## config.mk

```make
export PLATFORM = sky130hd
export DESIGN_NAME = fpi_host
export DESIGN_NICKNAME = d
export VERILOG_FILES = /design/src/core/fpi_pkg.sv /design/src/core/fpi_host.sv
export VERILOG_INCLUDE_DIRS = /design/src /design/src/core
export SDC_FILE = /design/constraint.sdc
export NUM_CORES = 1
export LEC_CHECK = 0
export ABC_AREA = 1
export BUFFER_PORTS_ARGS = -buffer_cell sky130_fd_sc_hd__buf_2
export CAP_MARGIN = 10
export CORE_MARGIN = 2
export CORE_UTILIZATION = 59
export CTS_CLUSTER_SIZE = 25
export DETAILED_ROUTE_END_ITERATION = 8
export PLACE_DENSITY = 0.88
export RECOVER_POWER = 50
export REMOVE_ABC_BUFFERS = 1
export SKIP_LAST_GASP = 1
export SLEW_MARGIN = 20
export SYNTH_ARGS = -nofsm -noshare
export SYNTH_HDL_FRONTEND = slang
export SYNTH_SLANG_ARGS = --single-unit
```

## constraint.sdc

```tcl
create_clock -name clk_sys -period 2.9 [get_ports clk_sys]
set_clock_uncertainty 0.15 [all_clocks]
set_input_delay 0.29 -clock clk_sys [delete_from_list [all_inputs] [get_ports clk_sys]]
set_output_delay 0.29 -clock clk_sys [all_outputs]
set_load 0.02 [all_outputs]
```

## src/core/fpi_regs.svh

```systemverilog
// Register map and timing constants of the frequency-pull I2C controller
`ifndef FPI_REGS_SVH
`define FPI_REGS_SVH

`define FPI_REG_LOWER_WORD 8'h00
`define FPI_REG_UPPER_WORD 8'h01
`define FPI_REG_PULL_RANGE 8'h02
`define FPI_UPPER_WORD_MSB 9
`define FPI_OUT_ENABLE_BIT 10
`define FPI_PULL_RANGE_MSB 3
`define FPI_PULL_RANGE_MASK 16'h000f
`define FPI_UPPER_WORD_RESET 16'h0000
`define FPI_LOWER_WORD_RESET 16'h0000
`define FPI_RESET_REG_PTR 8'h00

`define FPI_CLK_NS 40
`define FPI_CLK_MHZ 25
`define FPI_SCL_MIN_PERIOD_NS 1000
`define FPI_SCL_QTR_CYC ((`FPI_SCL_MIN_PERIOD_NS + 4 * `FPI_CLK_NS - 1) / (4 * `FPI_CLK_NS))
`define FPI_PULL_LAT_US 140
`define FPI_SETTLE_US 20
`define FPI_PULL_WAIT_CYC ((`FPI_PULL_LAT_US + `FPI_SETTLE_US) * `FPI_CLK_MHZ)
`define FPI_ACK_BIT 4'd8

`endif

```

## src/core/fpi_pkg.sv

```systemverilog
// Types shared by the frequency-pull I2C controller
package fpi_pkg;
    typedef enum logic [1:0] {
        FPI_OP_WRITE = 2'b00,
        FPI_OP_WORD  = 2'b01,
        FPI_OP_READ  = 2'b10
    } fpi_op_t;

    typedef enum logic [1:0] {
        FPI_SK_START = 2'b00,
        FPI_SK_TX    = 2'b01,
        FPI_SK_RX    = 2'b10,
        FPI_SK_STOP  = 2'b11
    } fpi_kind_t;

    typedef enum logic [1:0] {
        FPI_ST_IDLE  = 2'b00,
        FPI_ST_START = 2'b01,
        FPI_ST_BIT   = 2'b10,
        FPI_ST_STOP  = 2'b11
    } fpi_state_t;

    typedef struct packed {
        fpi_op_t op;
        logic [6:0] dev_addr;
        logic [7:0] reg_addr;
        logic [31:0] data;
    } fpi_cmd_t;

    typedef struct packed {
        logic nack;
        logic [15:0] rdata;
    } fpi_rsp_t;

    typedef struct packed {
        fpi_kind_t kind;
        logic [7:0] data;
    } fpi_step_t;
endpackage : fpi_pkg

```

## src/core/fpi_host.sv

```systemverilog
// I2C controller that writes and reads the frequency-pull registers of the oscillator
`timescale 1ns/1ps
`default_nettype none
`include "fpi_regs.svh"

// Behaviour
// - SDA changes only while SCL low, steady while SCL high.
// - Controller frames each transfer with START and STOP.
// - Bytes are eight bits, MSB first, any count per transfer.
// - Transmitter releases SDA on ninth pulse; low means acknowledge.
// - Controller acknowledges the last read byte so device releases SDA.
// - First byte is 7-bit address then direction, 1 read.
// - Controller uses auto advancing only for consecutive writes.
// - Register values move as two bytes, high byte first.
// - Controller writes the register address before reading.
// - Control word goes as four bytes from the lower word register.
// - Lower word is written before the upper word.
module fpi_host
    import fpi_pkg::*;
(
    input wire logic clk_sys,
    input wire logic reset,
    input wire fpi_cmd_t cmd,
    input wire logic cmd_valid,
    output logic cmd_ready,
    output fpi_rsp_t rsp,
    output logic rsp_valid,
    input wire logic rsp_ready,
    output logic pull_busy,
    input wire logic scl_in,
    output logic scl_out,
    output logic scl_oe_n,
    input wire logic sda_in,
    output logic sda_out,
    output logic sda_oe_n
);
    localparam int QTR = `FPI_SCL_QTR_CYC;
    localparam logic [3:0] QTR_LAST = 4'(QTR - 1);
    localparam logic [11:0] PULL_WAIT = 12'(`FPI_PULL_WAIT_CYC);

    // Step list of each command; a NACK cuts it short to STOP
    function automatic fpi_step_t step_of(input fpi_cmd_t c, input logic [2:0] i);
        fpi_step_t s;
        s.kind = FPI_SK_STOP;
        s.data = 8'h00;
        if (i == 3'd0) begin
            s.kind = FPI_SK_START;
        end else if (i == 3'd1) begin
            s = '{FPI_SK_TX, {c.dev_addr, 1'b0}};
        end else if (c.op == FPI_OP_WORD) begin
            unique case (i)
                3'd2: s = '{FPI_SK_TX, `FPI_REG_LOWER_WORD};
                3'd3: s = '{FPI_SK_TX, c.data[15:8]};
                3'd4: s = '{FPI_SK_TX, c.data[7:0]};
                3'd5: s = '{FPI_SK_TX, c.data[31:24]};
                3'd6: s = '{FPI_SK_TX, c.data[23:16]};
                default: s.kind = FPI_SK_STOP;
            endcase
        end else if (c.op == FPI_OP_READ) begin
            unique case (i)
                3'd2: s = '{FPI_SK_TX, c.reg_addr};
                3'd3: s.kind = FPI_SK_START;
                3'd4: s = '{FPI_SK_TX, {c.dev_addr, 1'b1}};
                3'd5: s.kind = FPI_SK_RX;
                3'd6: s.kind = FPI_SK_RX;
                default: s.kind = FPI_SK_STOP;
            endcase
        end else begin
            unique case (i)
                3'd2: s = '{FPI_SK_TX, c.reg_addr};
                3'd3: s = '{FPI_SK_TX, c.data[15:8]};
                3'd4: s = '{FPI_SK_TX, c.data[7:0]};
                default: s.kind = FPI_SK_STOP;
            endcase
        end
        return s;
    endfunction : step_of

    function automatic fpi_state_t state_of(input fpi_kind_t k);
        fpi_state_t st;
        unique case (k)
            FPI_SK_START: st = FPI_ST_START;
            FPI_SK_STOP: st = FPI_ST_STOP;
            default: st = FPI_ST_BIT;
        endcase
        return st;
    endfunction : state_of

    logic scl_meta_ff, scl_sync_ff, sda_meta_ff, sda_sync_ff;
    fpi_state_t state_ff;
    fpi_cmd_t cmd_ff;
    fpi_kind_t kind_ff;
    fpi_step_t nxt_step;
    logic [3:0] qcnt_ff;
    logic [1:0] q_ff;
    logic [2:0] idx_ff;
    logic [3:0] bit_ff;
    logic [7:0] shift_ff;
    logic [15:0] rdata_ff;
    logic nack_ff, cmd_ready_ff, scl_oe_n_ff, sda_oe_n_ff;
    logic head_v_ff, spare_v_ff;
    fpi_rsp_t head_ff, spare_ff;
    logic [11:0] pull_cnt_ff;
    logic pull_busy_ff;
    logic take, tick, stretch, sample, step_end, push, pop;
    logic pull_scl, pull_sda;

    // Pins pass two flops before any logic sees them
    always_ff @(posedge clk_sys) begin
        if (reset) begin
            scl_meta_ff <= 1'b1;
            scl_sync_ff <= 1'b1;
            sda_meta_ff <= 1'b1;
            sda_sync_ff <= 1'b1;
        end else begin
            scl_meta_ff <= scl_in;
            scl_sync_ff <= scl_meta_ff;
            sda_meta_ff <= sda_in;
            sda_sync_ff <= sda_meta_ff;
        end
    end

    assign take = cmd_valid && cmd_ready_ff;
    // Hold the quarter timer in the second high quarter while the target holds SCL low
    assign stretch = state_ff == FPI_ST_BIT && q_ff == 2'd2 && !scl_sync_ff;
    assign tick = qcnt_ff == QTR_LAST && !stretch;
    assign sample = tick && state_ff == FPI_ST_BIT && q_ff == 2'd2;
    assign step_end = tick && q_ff == 2'd3
                      && (state_ff != FPI_ST_BIT || bit_ff == `FPI_ACK_BIT);
    assign push = step_end && state_ff == FPI_ST_STOP;
    assign pop = head_v_ff && rsp_ready;
    assign nxt_step = step_of(cmd_ff, idx_ff + 3'd1);

    // Quarter-bit timer; SCL is a divided copy of clk_sys
    always_ff @(posedge clk_sys) begin
        if (reset || state_ff == FPI_ST_IDLE) begin
            qcnt_ff <= 4'h0;
            q_ff <= 2'd0;
        end else if (tick) begin
            qcnt_ff <= 4'h0;
            q_ff <= q_ff + 2'd1;
        end else if (!stretch) begin
            qcnt_ff <= qcnt_ff + 4'h1;
        end
    end

    // Command sequencer
    always_ff @(posedge clk_sys) begin
        if (reset) begin
            state_ff <= FPI_ST_IDLE;
            cmd_ff <= '0;
            idx_ff <= 3'd0;
            kind_ff <= FPI_SK_START;
        end else if (state_ff == FPI_ST_IDLE) begin
            if (take) begin
                cmd_ff <= cmd;
                idx_ff <= 3'd0;
                kind_ff <= FPI_SK_START;
                state_ff <= FPI_ST_START;
            end
        end else if (step_end) begin
            if (state_ff == FPI_ST_STOP) begin
                state_ff <= FPI_ST_IDLE;
            end else if (nack_ff) begin
                state_ff <= FPI_ST_STOP;
                kind_ff <= FPI_SK_STOP;
            end else begin
                idx_ff <= idx_ff + 3'd1;
                kind_ff <= nxt_step.kind;
                state_ff <= state_of(nxt_step.kind);
            end
        end
    end

    // Byte engine: eight data bits MSB first, then the ninth acknowledge bit
    always_ff @(posedge clk_sys) begin
        if (reset || state_ff == FPI_ST_IDLE) begin
            bit_ff <= 4'd0;
            shift_ff <= 8'h00;
        end else if (step_end) begin
            bit_ff <= 4'd0;
            shift_ff <= nxt_step.data;
        end else if (state_ff == FPI_ST_START && idx_ff == 3'd0) begin
            shift_ff <= step_of(cmd_ff, 3'd1).data;
        end else if (tick && q_ff == 2'd3 && state_ff == FPI_ST_BIT) begin
            bit_ff <= bit_ff + 4'd1;
            shift_ff <= {shift_ff[6:0], 1'b0};
        end
    end

    // Acknowledge check and read data capture
    always_ff @(posedge clk_sys) begin
        if (reset || take) begin
            nack_ff <= 1'b0;
            rdata_ff <= 16'h0000;
        end else if (sample) begin
            if (kind_ff == FPI_SK_TX && bit_ff == `FPI_ACK_BIT) begin
                nack_ff <= sda_sync_ff;
            end else if (kind_ff == FPI_SK_RX && bit_ff != `FPI_ACK_BIT) begin
                rdata_ff <= {rdata_ff[14:0], sda_sync_ff};
            end
        end
    end

    // Open-drain drive: only pull low, never drive high
    always_comb begin
        pull_scl = 1'b0;
        pull_sda = 1'b0;
        unique case (state_ff)
            FPI_ST_IDLE: begin
                pull_scl = 1'b0;
            end
            FPI_ST_START: begin
                // Keep SCL low in quarter 0 so a repeated START cannot look like STOP
                pull_scl = q_ff == 2'd0 ? !scl_oe_n_ff : q_ff == 2'd3;
                pull_sda = q_ff[1];
            end
            FPI_ST_BIT: begin
                pull_scl = q_ff == 2'd0 || q_ff == 2'd3;
                if (kind_ff == FPI_SK_TX) begin
                    pull_sda = bit_ff != `FPI_ACK_BIT && !shift_ff[7];
                end else begin
                    pull_sda = bit_ff == `FPI_ACK_BIT;
                end
            end
            FPI_ST_STOP: begin
                pull_scl = q_ff == 2'd0;
                pull_sda = !q_ff[1];
            end
        endcase
    end

    always_ff @(posedge clk_sys) begin
        if (reset) begin
            scl_oe_n_ff <= 1'b1;
            sda_oe_n_ff <= 1'b1;
        end else begin
            scl_oe_n_ff <= !pull_scl;
            sda_oe_n_ff <= !pull_sda;
        end
    end

    // Two-entry response buffer; a full buffer holds off new commands
    always_ff @(posedge clk_sys) begin
        if (reset) begin
            head_v_ff <= 1'b0;
            spare_v_ff <= 1'b0;
            head_ff <= '0;
            spare_ff <= '0;
        end else if (pop && spare_v_ff) begin
            head_ff <= spare_ff;
            spare_v_ff <= push;
            if (push) begin
                spare_ff <= '{nack_ff, rdata_ff};
            end
        end else if (pop) begin
            head_v_ff <= push;
            if (push) begin
                head_ff <= '{nack_ff, rdata_ff};
            end
        end else if (push && !head_v_ff) begin
            head_v_ff <= 1'b1;
            head_ff <= '{nack_ff, rdata_ff};
        end else if (push) begin
            spare_v_ff <= 1'b1;
            spare_ff <= '{nack_ff, rdata_ff};
        end
    end

    always_ff @(posedge clk_sys) begin
        if (reset) begin
            cmd_ready_ff <= 1'b0;
        end else begin
            cmd_ready_ff <= state_ff == FPI_ST_IDLE && !take && !push && !spare_v_ff;
        end
    end

    // Worst-case pull latency plus settling after an upper word write
    always_ff @(posedge clk_sys) begin
        if (reset) begin
            pull_cnt_ff <= 12'h000;
            pull_busy_ff <= 1'b0;
        end else if (push && cmd_ff.op != FPI_OP_READ && !nack_ff
                     && (cmd_ff.op == FPI_OP_WORD || cmd_ff.reg_addr == `FPI_REG_UPPER_WORD)) begin
            pull_cnt_ff <= PULL_WAIT;
            pull_busy_ff <= 1'b1;
        end else if (pull_cnt_ff != 12'h000) begin
            pull_cnt_ff <= pull_cnt_ff - 12'h001;
            pull_busy_ff <= pull_cnt_ff != 12'h001;
        end
    end

    assign cmd_ready = cmd_ready_ff;
    assign rsp = head_ff;
    assign rsp_valid = head_v_ff;
    assign pull_busy = pull_busy_ff;
    assign scl_oe_n = scl_oe_n_ff;
    assign sda_oe_n = sda_oe_n_ff;

    always_ff @(posedge clk_sys) begin
        if (reset) begin
            scl_out <= 1'b0;
            sda_out <= 1'b0;
        end else begin
            scl_out <= 1'b0;
            sda_out <= 1'b0;
        end
    end
endmodule : fpi_host
`default_nettype wire

```

==> impl_metrics.tcl, run 1 <==
set metrics [dict create \
    grt_overflow 0 \
    antenna_found_initial 0 \
    drive_above_1_share_pct 12.27 \
    grt_use_total_pct 29.61 \
    crit_family "buffers and inverters" \
    syn_avg_cell_area_um2 7.069 \
    setup_viol 0 \
    end_kind "flip-flop" \
    synthFlopType "dfxtp_1" \
    grt_first_pass_wirelength_um 30810 \
    clock_sinks 147 \
    ff2ff_path_depth 7 \
    start_util_pct 60.84 \
    post_cts_resize_count 0 \
    ir_drop_v 0.0007477 \
    syn_inst 987 \
    hold_viol_final 0 \
    final_net_count 1157 \
    hpwlAfterDp_um 11410 \
    worstReg2RegStart "state_ff[0]" \
    synth_top_area_share_pct 42.18 \
    cpPeakStageDelay_ns 0.62 \
    path_cells "nor2_1 -> inv_1 -> nor2_2 -> clkinv_1 -> clkbuf_2 -> o21ai_0 -> a21oi_1" \
    clk_pin_slew_ns 0.06 \
    cts_inserted_buffers 17 \
    vias_per_cell 5.630 \
    io_buffers 76 \
    postRouteAntennaNets 0 \
    worstPathRequired_ns 3.02 \
    synthesis.area_mm2 0.006977 \
    crit_type "flip-flop to flip-flop" \
    cts_tree "built" \
    cellPowerDensity_mw_per_mm2 653.9 \
    hold_path_class "input pin to flip-flop" \
    wl_um 18550 \
    maxCapViolations 0 \
    slew_headroom_pct 22.13 \
    root_buffer "clkbuf_16" \
    slew_violations 0 \
    synth_edf_count 0 \
    die-area_mm2 0.01271 \
    crit_slowest_cell "clkbuf_2" \
    synthTopCellsByCount "nor2_1 (175), nand2_1 (158), dfxtp_1 (147)" \
    worstPathMaxFanout 60 \
    setup.worst_path.end "cmd_ff[43]" \
    final_area_mm2 0.008377 \
    cts_buffer_depth 2 \
    r2r_end "cmd_ff[43]" \
    grt_max_degree 61 \
    synth_seq_area_share_pct 42.18 \
    num_antenna_cells 0 \
    die_w_um 112.7 \
    htree_levels 4 \
    rrSetupSlack_ns 0.26 \
    dpl_cell_area_mm2 0.007411 \
    grt_pass1_vias 6543 \
    worst-path-buf-inv 3 \
    gp_congestion 0.9666 \
    dr.pass1.iters 5 \
    ys_types 42 \
    yosysWarningCount 0 \
    path_depth 7 \
    arrival_ns 2.76 \
    max_freq_mhz 379.4 \
    fin_crit_sh_pct 90.89 \
    yosysMostFrequentCell "nor2_1" \
    core-area_mm2 0.01147 \
    min_period_ns 2.636 \
    synthArstFlopShare_pct 0 \
    startpoint "state_ff[0]" \
    synth_area_leader_cell "dfxtp_1" \
    wl_per_cell_um 14.92 \
    ios 79 \
    die_height_um 112.7 \
    cp-start-kind "flip-flop" \
    drtIter0Drc 740 \
    holdWs_ns 0.002233 \
    row_count 39 \
    rsz0062_at_grt "no" \
    dr_total_vias 6998 \
    syn_to_final_growth_pct 20.07 \
    status "complete, no violations" \
    synth_seq_cells 147 \
    fin_util_pct 73.05 \
    clock_latency_ns 0.43 \
    leakage_nw 3.603 \
    drc_errors 0 \
    tightest_slew_ns 1.168 \
    ys_top_cells_by_area "dfxtp_1 (42%), nor2_1 (9.4%), nand2_1 (8.5%)" \
]
[registers in the layout, summed over array words and instances, names as in the netlist, 2 cells and up]
| name | flops |
|---|---|
| cmd_ff | 49 |
| rsp | 17 |
| spare_ff | 17 |
| rdata_ff | 16 |
| pull_cnt_ff | 12 |
| shift_ff | 8 |
| bit_ff | 4 |
| qcnt_ff | 4 |
| idx_ff | 3 |
| kind_ff | 2 |
| q_ff | 2 |
| state_ff | 2 |
[through the flow]
step                      total power (W)  setup slack [ns]  std cells  setup TNS [ns]
after floorplan                  0.002996           -0.9516        938          -34.16
after global placement           0.003231            0.5299       1169               0
after detailed placement         0.003255            0.4672       1169               0
after CTS                        0.005463            0.4347       1243               0
after global routing             0.005749           0.07636       1243               0
final                            0.005477            0.2642       1243               0
[worst min-delay path by stage]
stage	from	endpoint	slack, ns	cells past startpoint
2_1_floorplan	reset	idx_ff[0]	0.21	1
3_3_place_gp	sda_meta_ff	sda_sync_ff	0.24	1
3_5_place_dp	sda_meta_ff	sda_sync_ff	0.25	1
4_1_cts	cmd[0]	cmd_ff[0]	0.003	3
5_1_grt	cmd[0]	cmd_ff[0]	0.006	3
6_report	cmd[0]	cmd_ff[0]	0.002	3
[kinds of logic after synthesis]
group | count (synthesis) | synth area share [%]
simple gates | 470 | 29.18
other cells | 1 | 0.05375
mux | 17 | 2.744
compound gates | 212 | 15.69
xor+xnor | 3 | 0.3767
buf+inv | 122 | 7.084
flops | 147 | 42.18
fa+ha+maj | 15 | 2.690
[where the power goes]
group,switching [W],total [W],internal [W]
logic,0.000627,0.00100,0.000376
clock network,0.000906,0.00218,0.00128
registers,0.000124,0.00229,0.00217
total,0.00166,0.00548,0.00382
[metal layers]
metal | global-route usage [%] | wire, um | up-vias | part of all wire, %
li1 | - | - | 3470 | -
met3 | 6.427 | 1379 | 30 | 7.4
met5 | 0 | 0 | - | 0
met2 | 47.27 | 8608 | 285 | 46
met1 | 40.78 | 8278 | 3213 | 45
met4 | 8.374 | 284 | 0 | 1.5
[worst register-to-register path: stages, from the launching register on]
cell      delay [ns]
dfxtp_1         0.38
nor2_1          0.28
inv_1           0.18
nor2_2          0.13
clkinv_1        0.08
clkbuf_2        0.62
o21ai_0         0.58
a21oi_1         0.07
[area by class of cell]
| type | instances | area, um^2 |
|---|---|---|
| Timing Repair Buffer | 130 | 860.8 |
| Multi-Input combinational cell | 719 | 3541 |
| Inverter | 72 | 272.8 |
| Tap cell | 143 | 178.9 |
| Sequential cell | 147 | 2943 |
| Clock inverter | 14 | 151.4 |
| Fill cell | 852 | 3090 |
| Clock buffer | 18 | 429.2 |
[cell usage in the layout (no fill, tap or decap), types with 20 or more instances in the layout]
cell type,instances
nor2_1,174
nand2_1,158
dfxtp_1,147
o21ai_0,115
a21oi_1,87
nand3_1,87
inv_1,66
buf_2,54
dlygate4sd3_1,42
clkbuf_1,23
nand4_1,20
[timing repair]
item                                   4_1_cts  5_1_grt
endpoints found under the hold margin       42        0
buffers inserted                             0        0
hold buffers                                42        0
Note: power is estimated with default switching activity, not from simulation.
==> inputs of run 2 (changes only) <==
CORE_UTILIZATION = 45   (was 59)
PLACE_DENSITY = 0.76   (was 0.88)
REMOVE_ABC_BUFFERS = not set   (was 1)
==> run 2 against run 1 <==
Effect of this change: design area is 0.97% higher; final cell count is 3.8% higher; worst setup slack better by 0.086 ns; clock-buffer cell count is 1 lower; sequential cell count stayed put; non-clock buffer count is 2 higher; worst hold slack better by 0.0086 ns; routed wire length is 3.5% lower; maximum frequency is 3.4% higher; core utilization is 17 points lower; critical path depth is 4 higher; combinational power hardly changed; critical path type unchanged.
==> impl_metrics.tcl, run 2 (synthesized netlist as in run 1, its figures left out) <==
set metrics [dict create \
    cpPeakStageDelay_ns 0.40 \
    gp_congestion 0.9817 \
    clk_pin_slew_ns 0.06 \
    worstPathMaxFanout 21 \
    slew_violations 0 \
    arrival_ns 2.76 \
    min_period_ns 2.549 \
    final_net_count 1159 \
    die_height_um 128.5 \
    top_register "cmd_ff" \
    cts_inserted_buffers 17 \
    grt_overflow 0 \
    maxCapViolations 0 \
    die_w_um 128.5 \
    die-area_mm2 0.01652 \
    crit_type "flip-flop to flip-flop" \
    core-area_mm2 0.01520 \
    tightest_slew_ns 0.8802 \
    grt_pass1_vias 6310 \
    cts_tree "built" \
    wl_per_cell_um 13.87 \
    hold_viol_final 0 \
    antenna_found_initial 1 \
    grt_first_pass_wirelength_um 30440 \
    final_cell_mix "nor2_1 (175), nand2_1 (159), dfxtp_1 (147)" \
    top_usage_layer "met2" \
    largest_reg_flops 49 \
    status "complete, no violations" \
    io_buffers 76 \
    syn_to_final_growth_pct 21.23 \
    path_depth 11 \
    grt_use_total_pct 22.92 \
    hold_path_class "input pin to flip-flop" \
    worstPathRequired_ns 3.11 \
    dr_total_vias 6857 \
    worst-path-buf-inv 3 \
    ff2ff_path_depth 11 \
    fin_util_pct 55.64 \
    ir_drop_v 0.0003889 \
    rrSetupSlack_ns 0.35 \
    crit_family "simple AND/OR/NAND/NOR gates" \
    globalRouteMet3Util_pct 7.734 \
    groute.layer.met1.usage_pct 30.31 \
    num_antenna_cells 0 \
    wl_um 17890 \
    n_fill_cell 1426 \
    cts_buffer_depth 2 \
    crit_slowest_cell "inv_2" \
    leakage_nw 3.611 \
    drtIter0Drc 582 \
    max_freq_mhz 392.2 \
    postCtsSetupBuffers 0 \
    cellPowerDensity_mw_per_mm2 651.3 \
    slew_headroom_pct 41.32 \
    path_cells "inv_1 -> ha_1 -> nand3_1 -> nand2_4 -> nor2_4 -> inv_4 -> nor2_8 -> nand2_1 -> inv_2 -> o21ai_0 -> a21oi_1" \
    dr.pass1.iters 6 \
    clock_sinks 147 \
    hpwlAfterDp_um 11900 \
    tns_ns 0 \
    ios 79 \
    end_kind "flip-flop" \
    clock_latency_ns 0.43 \
    drc_errors 0 \
    start_util_pct 45.89 \
    layout_commonest_cell "nor2_1" \
    drive_above_1_share_pct 11.62 \
    vias_per_cell 5.316 \
    min_path_cells 3 \
    setup_viol 0 \
    postRouteAntennaNets 0 \
    fin_crit_sh_pct 87.91 \
    grt_util_met2_pct 35.58 \
    grt_max_degree 64 \
    root_buffer "clkbuf_16" \
    rsz0062_at_grt "no" \
    row_count 45 \
    htree_levels 4 \
    cp-start-kind "flip-flop" \
]
## run 2: layout make-up
cell class                      instances  area, um^2  share of cell area (%)
Clock buffer                           17       425.4                   5.030
Multi-Input combinational cell        719        3536                   41.80
Tap cell                              188       235.2                   2.781
Sequential cell                       147        2943                   34.79
Timing Repair Buffer                  132       873.3                   10.33
Clock inverter                         15       172.7                   2.041
Inverter                               72       272.8                   3.225
## run 2: worst register-to-register path, stage by stage (launching register included)
cell,delay [ns]
dfxtp_1,0.35
inv_1,0.08
ha_1,0.21
nand3_1,0.20
nand2_4,0.10
nor2_4,0.19
inv_4,0.08
nor2_8,0.13
nand2_1,0.31
inv_2,0.40
o21ai_0,0.14
a21oi_1,0.15
## run 2: final timing paths
check / endpoint / from
max reg2reg: spare_ff[11] / q_ff[0]
min: cmd_ff[8] / cmd[8]
min reg2reg: sda_sync_ff / sda_meta_ff
max: spare_ff[11] / q_ff[0]
## run 2: power breakdown
part,internal (W),switching [W]
logic,0.000375,0.000614
registers,0.00217,0.000125
clock network,0.00129,0.000938
## run 2: timing repair
item / CTS / global route
hold buffers: 45 / 0
gates resized for setup: 0 / 0
hold endpoints to repair: 45 / 0
## run 2: metal layers
layer	up-vias	part of all wire (%)	wire length, um
li1	3467	-	-
met1	3138	45	8090
met2	218	46	8166
met3	32	7.3	1305
met4	2	1.8	317
met5	-	0.073	13
## run 2: stage by stage
step                      cells  power [W]  worst slack, ns  hold WS (ns)  instance area [um^2]
after global placement     1213   0.003238           0.5581        0.2433                  7460
after detailed placement   1213   0.003254           0.4706        0.2465                  7460
after global routing       1290   0.005800          0.08770       0.05870                  8458
final                      1290   0.005509           0.3505       0.01086                  8458
after CTS                  1290   0.005523           0.4491      0.009316                  8508
after floorplan             988   0.003025           0.7109        0.2395                  6980
==> inputs of run 3 (changes only) <==
RECOVER_POWER = 25   (was 50)
==> run 3 against run 2 <==
Effect of this change: the flow now finishes with violations (DRC); power is essentially flat; clock power is essentially flat; combinational power is essentially flat; routed wire length grew 0.25%; clock-buffer cell count is the same; core utilization is essentially flat; largest power group unchanged.
==> impl_metrics.tcl, run 3 (synthesized netlist as in run 1, its figures left out) <==
set metrics [dict create \
    grt_use_total_pct 22.92 \
    min_path_cells 3 \
    clock_latency_ns 0.44 \
    status "finished, violations left" \
    leakage_nw 3.613 \
    wl_um 17940 \
    arrival_ns 2.72 \
    grt_first_pass_wirelength_um 30440 \
    fin_util_pct 55.67 \
    worstHoldStart "cmd[8]" \
    grt_pass1_vias 6310 \
    root_buffer "clkbuf_16" \
    core-area_mm2 0.01520 \
    cpPeakStageDelay_ns 0.45 \
    htree_levels 4 \
    crit_top_cell "nand2_1" \
    drive_above_1_share_pct 11.71 \
    ios 79 \
    place_ws_ns 0.4706 \
    crit_type "flip-flop to flip-flop" \
    power.total_w 0.005510 \
    hold_end "cmd_ff[8]" \
    hold_path_class "input pin to flip-flop" \
    tns_ns 0 \
    wl_met2_um 8151 \
    io_buffers 76 \
    post_cts_resize_count 0 \
    clock_sinks 147 \
    top_register "cmd_ff" \
    path_cells "ha_1 -> nand2_1 -> nand2_2 -> nand2_1 -> nand2_1 -> o2111ai_1 -> and2_1 -> inv_1 -> ha_1 -> nand3_1 -> nand2_1 -> a21oi_1" \
    drtIter0Drc 589 \
    ff2ff_path_depth 12 \
    dr_total_vias 6833 \
    cp-start-kind "flip-flop" \
    layout_commonest_cell "nor2_1" \
    wl_per_cell_um 13.90 \
    grt_max_degree 64 \
    top_layer_used "met5" \
    slew_violations 0 \
    gp_congestion 0.9817 \
    syn_to_final_growth_pct 21.31 \
    failed_checks "DRC" \
    worstReg2RegStart "idx_ff[0]" \
    crit_family "simple AND/OR/NAND/NOR gates" \
    min_period_ns 2.519 \
    rsz0062_at_grt "no" \
    hold_buffers 45 \
    vias_per_cell 5.297 \
    final_cell_mix "nor2_1 (175), nand2_1 (158), dfxtp_1 (147)" \
    hold_viol_final 0 \
    clk_pin_slew_ns 0.06 \
    postCtsSetupBuffers 0 \
    max_freq_mhz 397.0 \
    worst-path-buf-inv 1 \
    largest_reg_flops 49 \
    die_w_um 128.5 \
    antenna_found_initial 1 \
    cts_buffer_depth 2 \
    worstPathRequired_ns 3.10 \
    drc_errors 1 \
    worstPathMaxFanout 19 \
    layout_setup_ws_ns 0.3808 \
    dr.pass1.iters 9 \
    ir_drop_v 0.0003890 \
    cts_inserted_buffers 17 \
    start_util_pct 45.89 \
    wl_met1_um 8184 \
    fin_crit_sh_pct 86.87 \
    num_antenna_cells 0 \
    r2r_end "state_ff[0]" \
    maxCapViolations 0 \
    crit_slowest_cell "dfxtp_1" \
    grt_overflow 0 \
    final_net_count 1159 \
    setup_viol 0 \
    rrSetupSlack_ns 0.38 \
    wl_met3_um 1278 \
    cellPowerDensity_mw_per_mm2 651.1 \
    tightest_slew_ns 0.8783 \
    end_kind "flip-flop" \
    cts_tree "built" \
    postRouteAntennaNets 0 \
    slew_headroom_pct 41.45 \
    die_height_um 128.5 \
    row_count 45 \
    die-area_mm2 0.01652 \
    hpwlAfterDp_um 11900 \
]
run 3: changes by cell type in the layout (fill, tap and decap cells not counted), sizes merged:
| cell | change |
|---|---|
| buf | +1 |
| clkbuf | -1 |
run 3: per-stage QoR:
step	instances	instance area [um^2]	hold WS (ns)
detailed placement	1213	7460	0.2465
global route	1290	8463	0.05870
global placement	1213	7460	0.2433
CTS	1290	8508	0.009316
floorplan	988	6980	0.2395
finish	1290	8463	0.009078
run 3: cell type report:
cell class | instances | area, um^2
repair buffers | 132 | 875.8
inverters | 72 | 272.8
multi-input cells | 719 | 3538
clock buffers | 17 | 425.4
fillers | 1424 | 6739
well taps | 188 | 235.2
flip-flops and latches | 147 | 2943
clock inverters | 15 | 172.7
run 3: how the worst max path moves through the flow:
stage	end	cells past startpoint	slack (ns)	from
after floorplan	state_ff[0]	11	0.71	idx_ff[0]
after global placement	state_ff[0]	13	0.56	idx_ff[0]
after detailed placement	state_ff[0]	12	0.47	idx_ff[0]
after CTS	state_ff[0]	12	0.45	idx_ff[0]
after global routing	rdata_ff[9]	11	0.13	state_ff[1]
final	state_ff[0]	12	0.38	idx_ff[0]
run 3: routing by layer:
metal,vias up,GRT usage (%)
met5,-,0
met3,31,7.734
met2,208,35.58
met1,3129,30.31
met4,2,7.161
li1,3463,-
run 3: report_power, final:
part           switching, W  internal (W)  leakage [nW]
Sequential         0.000124       0.00217          1.20
Clock              0.000938       0.00129         0.289
Combinational      0.000614      0.000375          2.13
run 3: worst reg2reg max path, cell delays in order, from the launching register on:
cell	delay, ns
dfxtp_1	0.45
ha_1	0.23
nand2_1	0.18
nand2_2	0.34
nand2_1	0.17
nand2_1	0.11
o2111ai_1	0.09
and2_1	0.16
inv_1	0.06
ha_1	0.23
nand3_1	0.08
nand2_1	0.05
a21oi_1	0.12
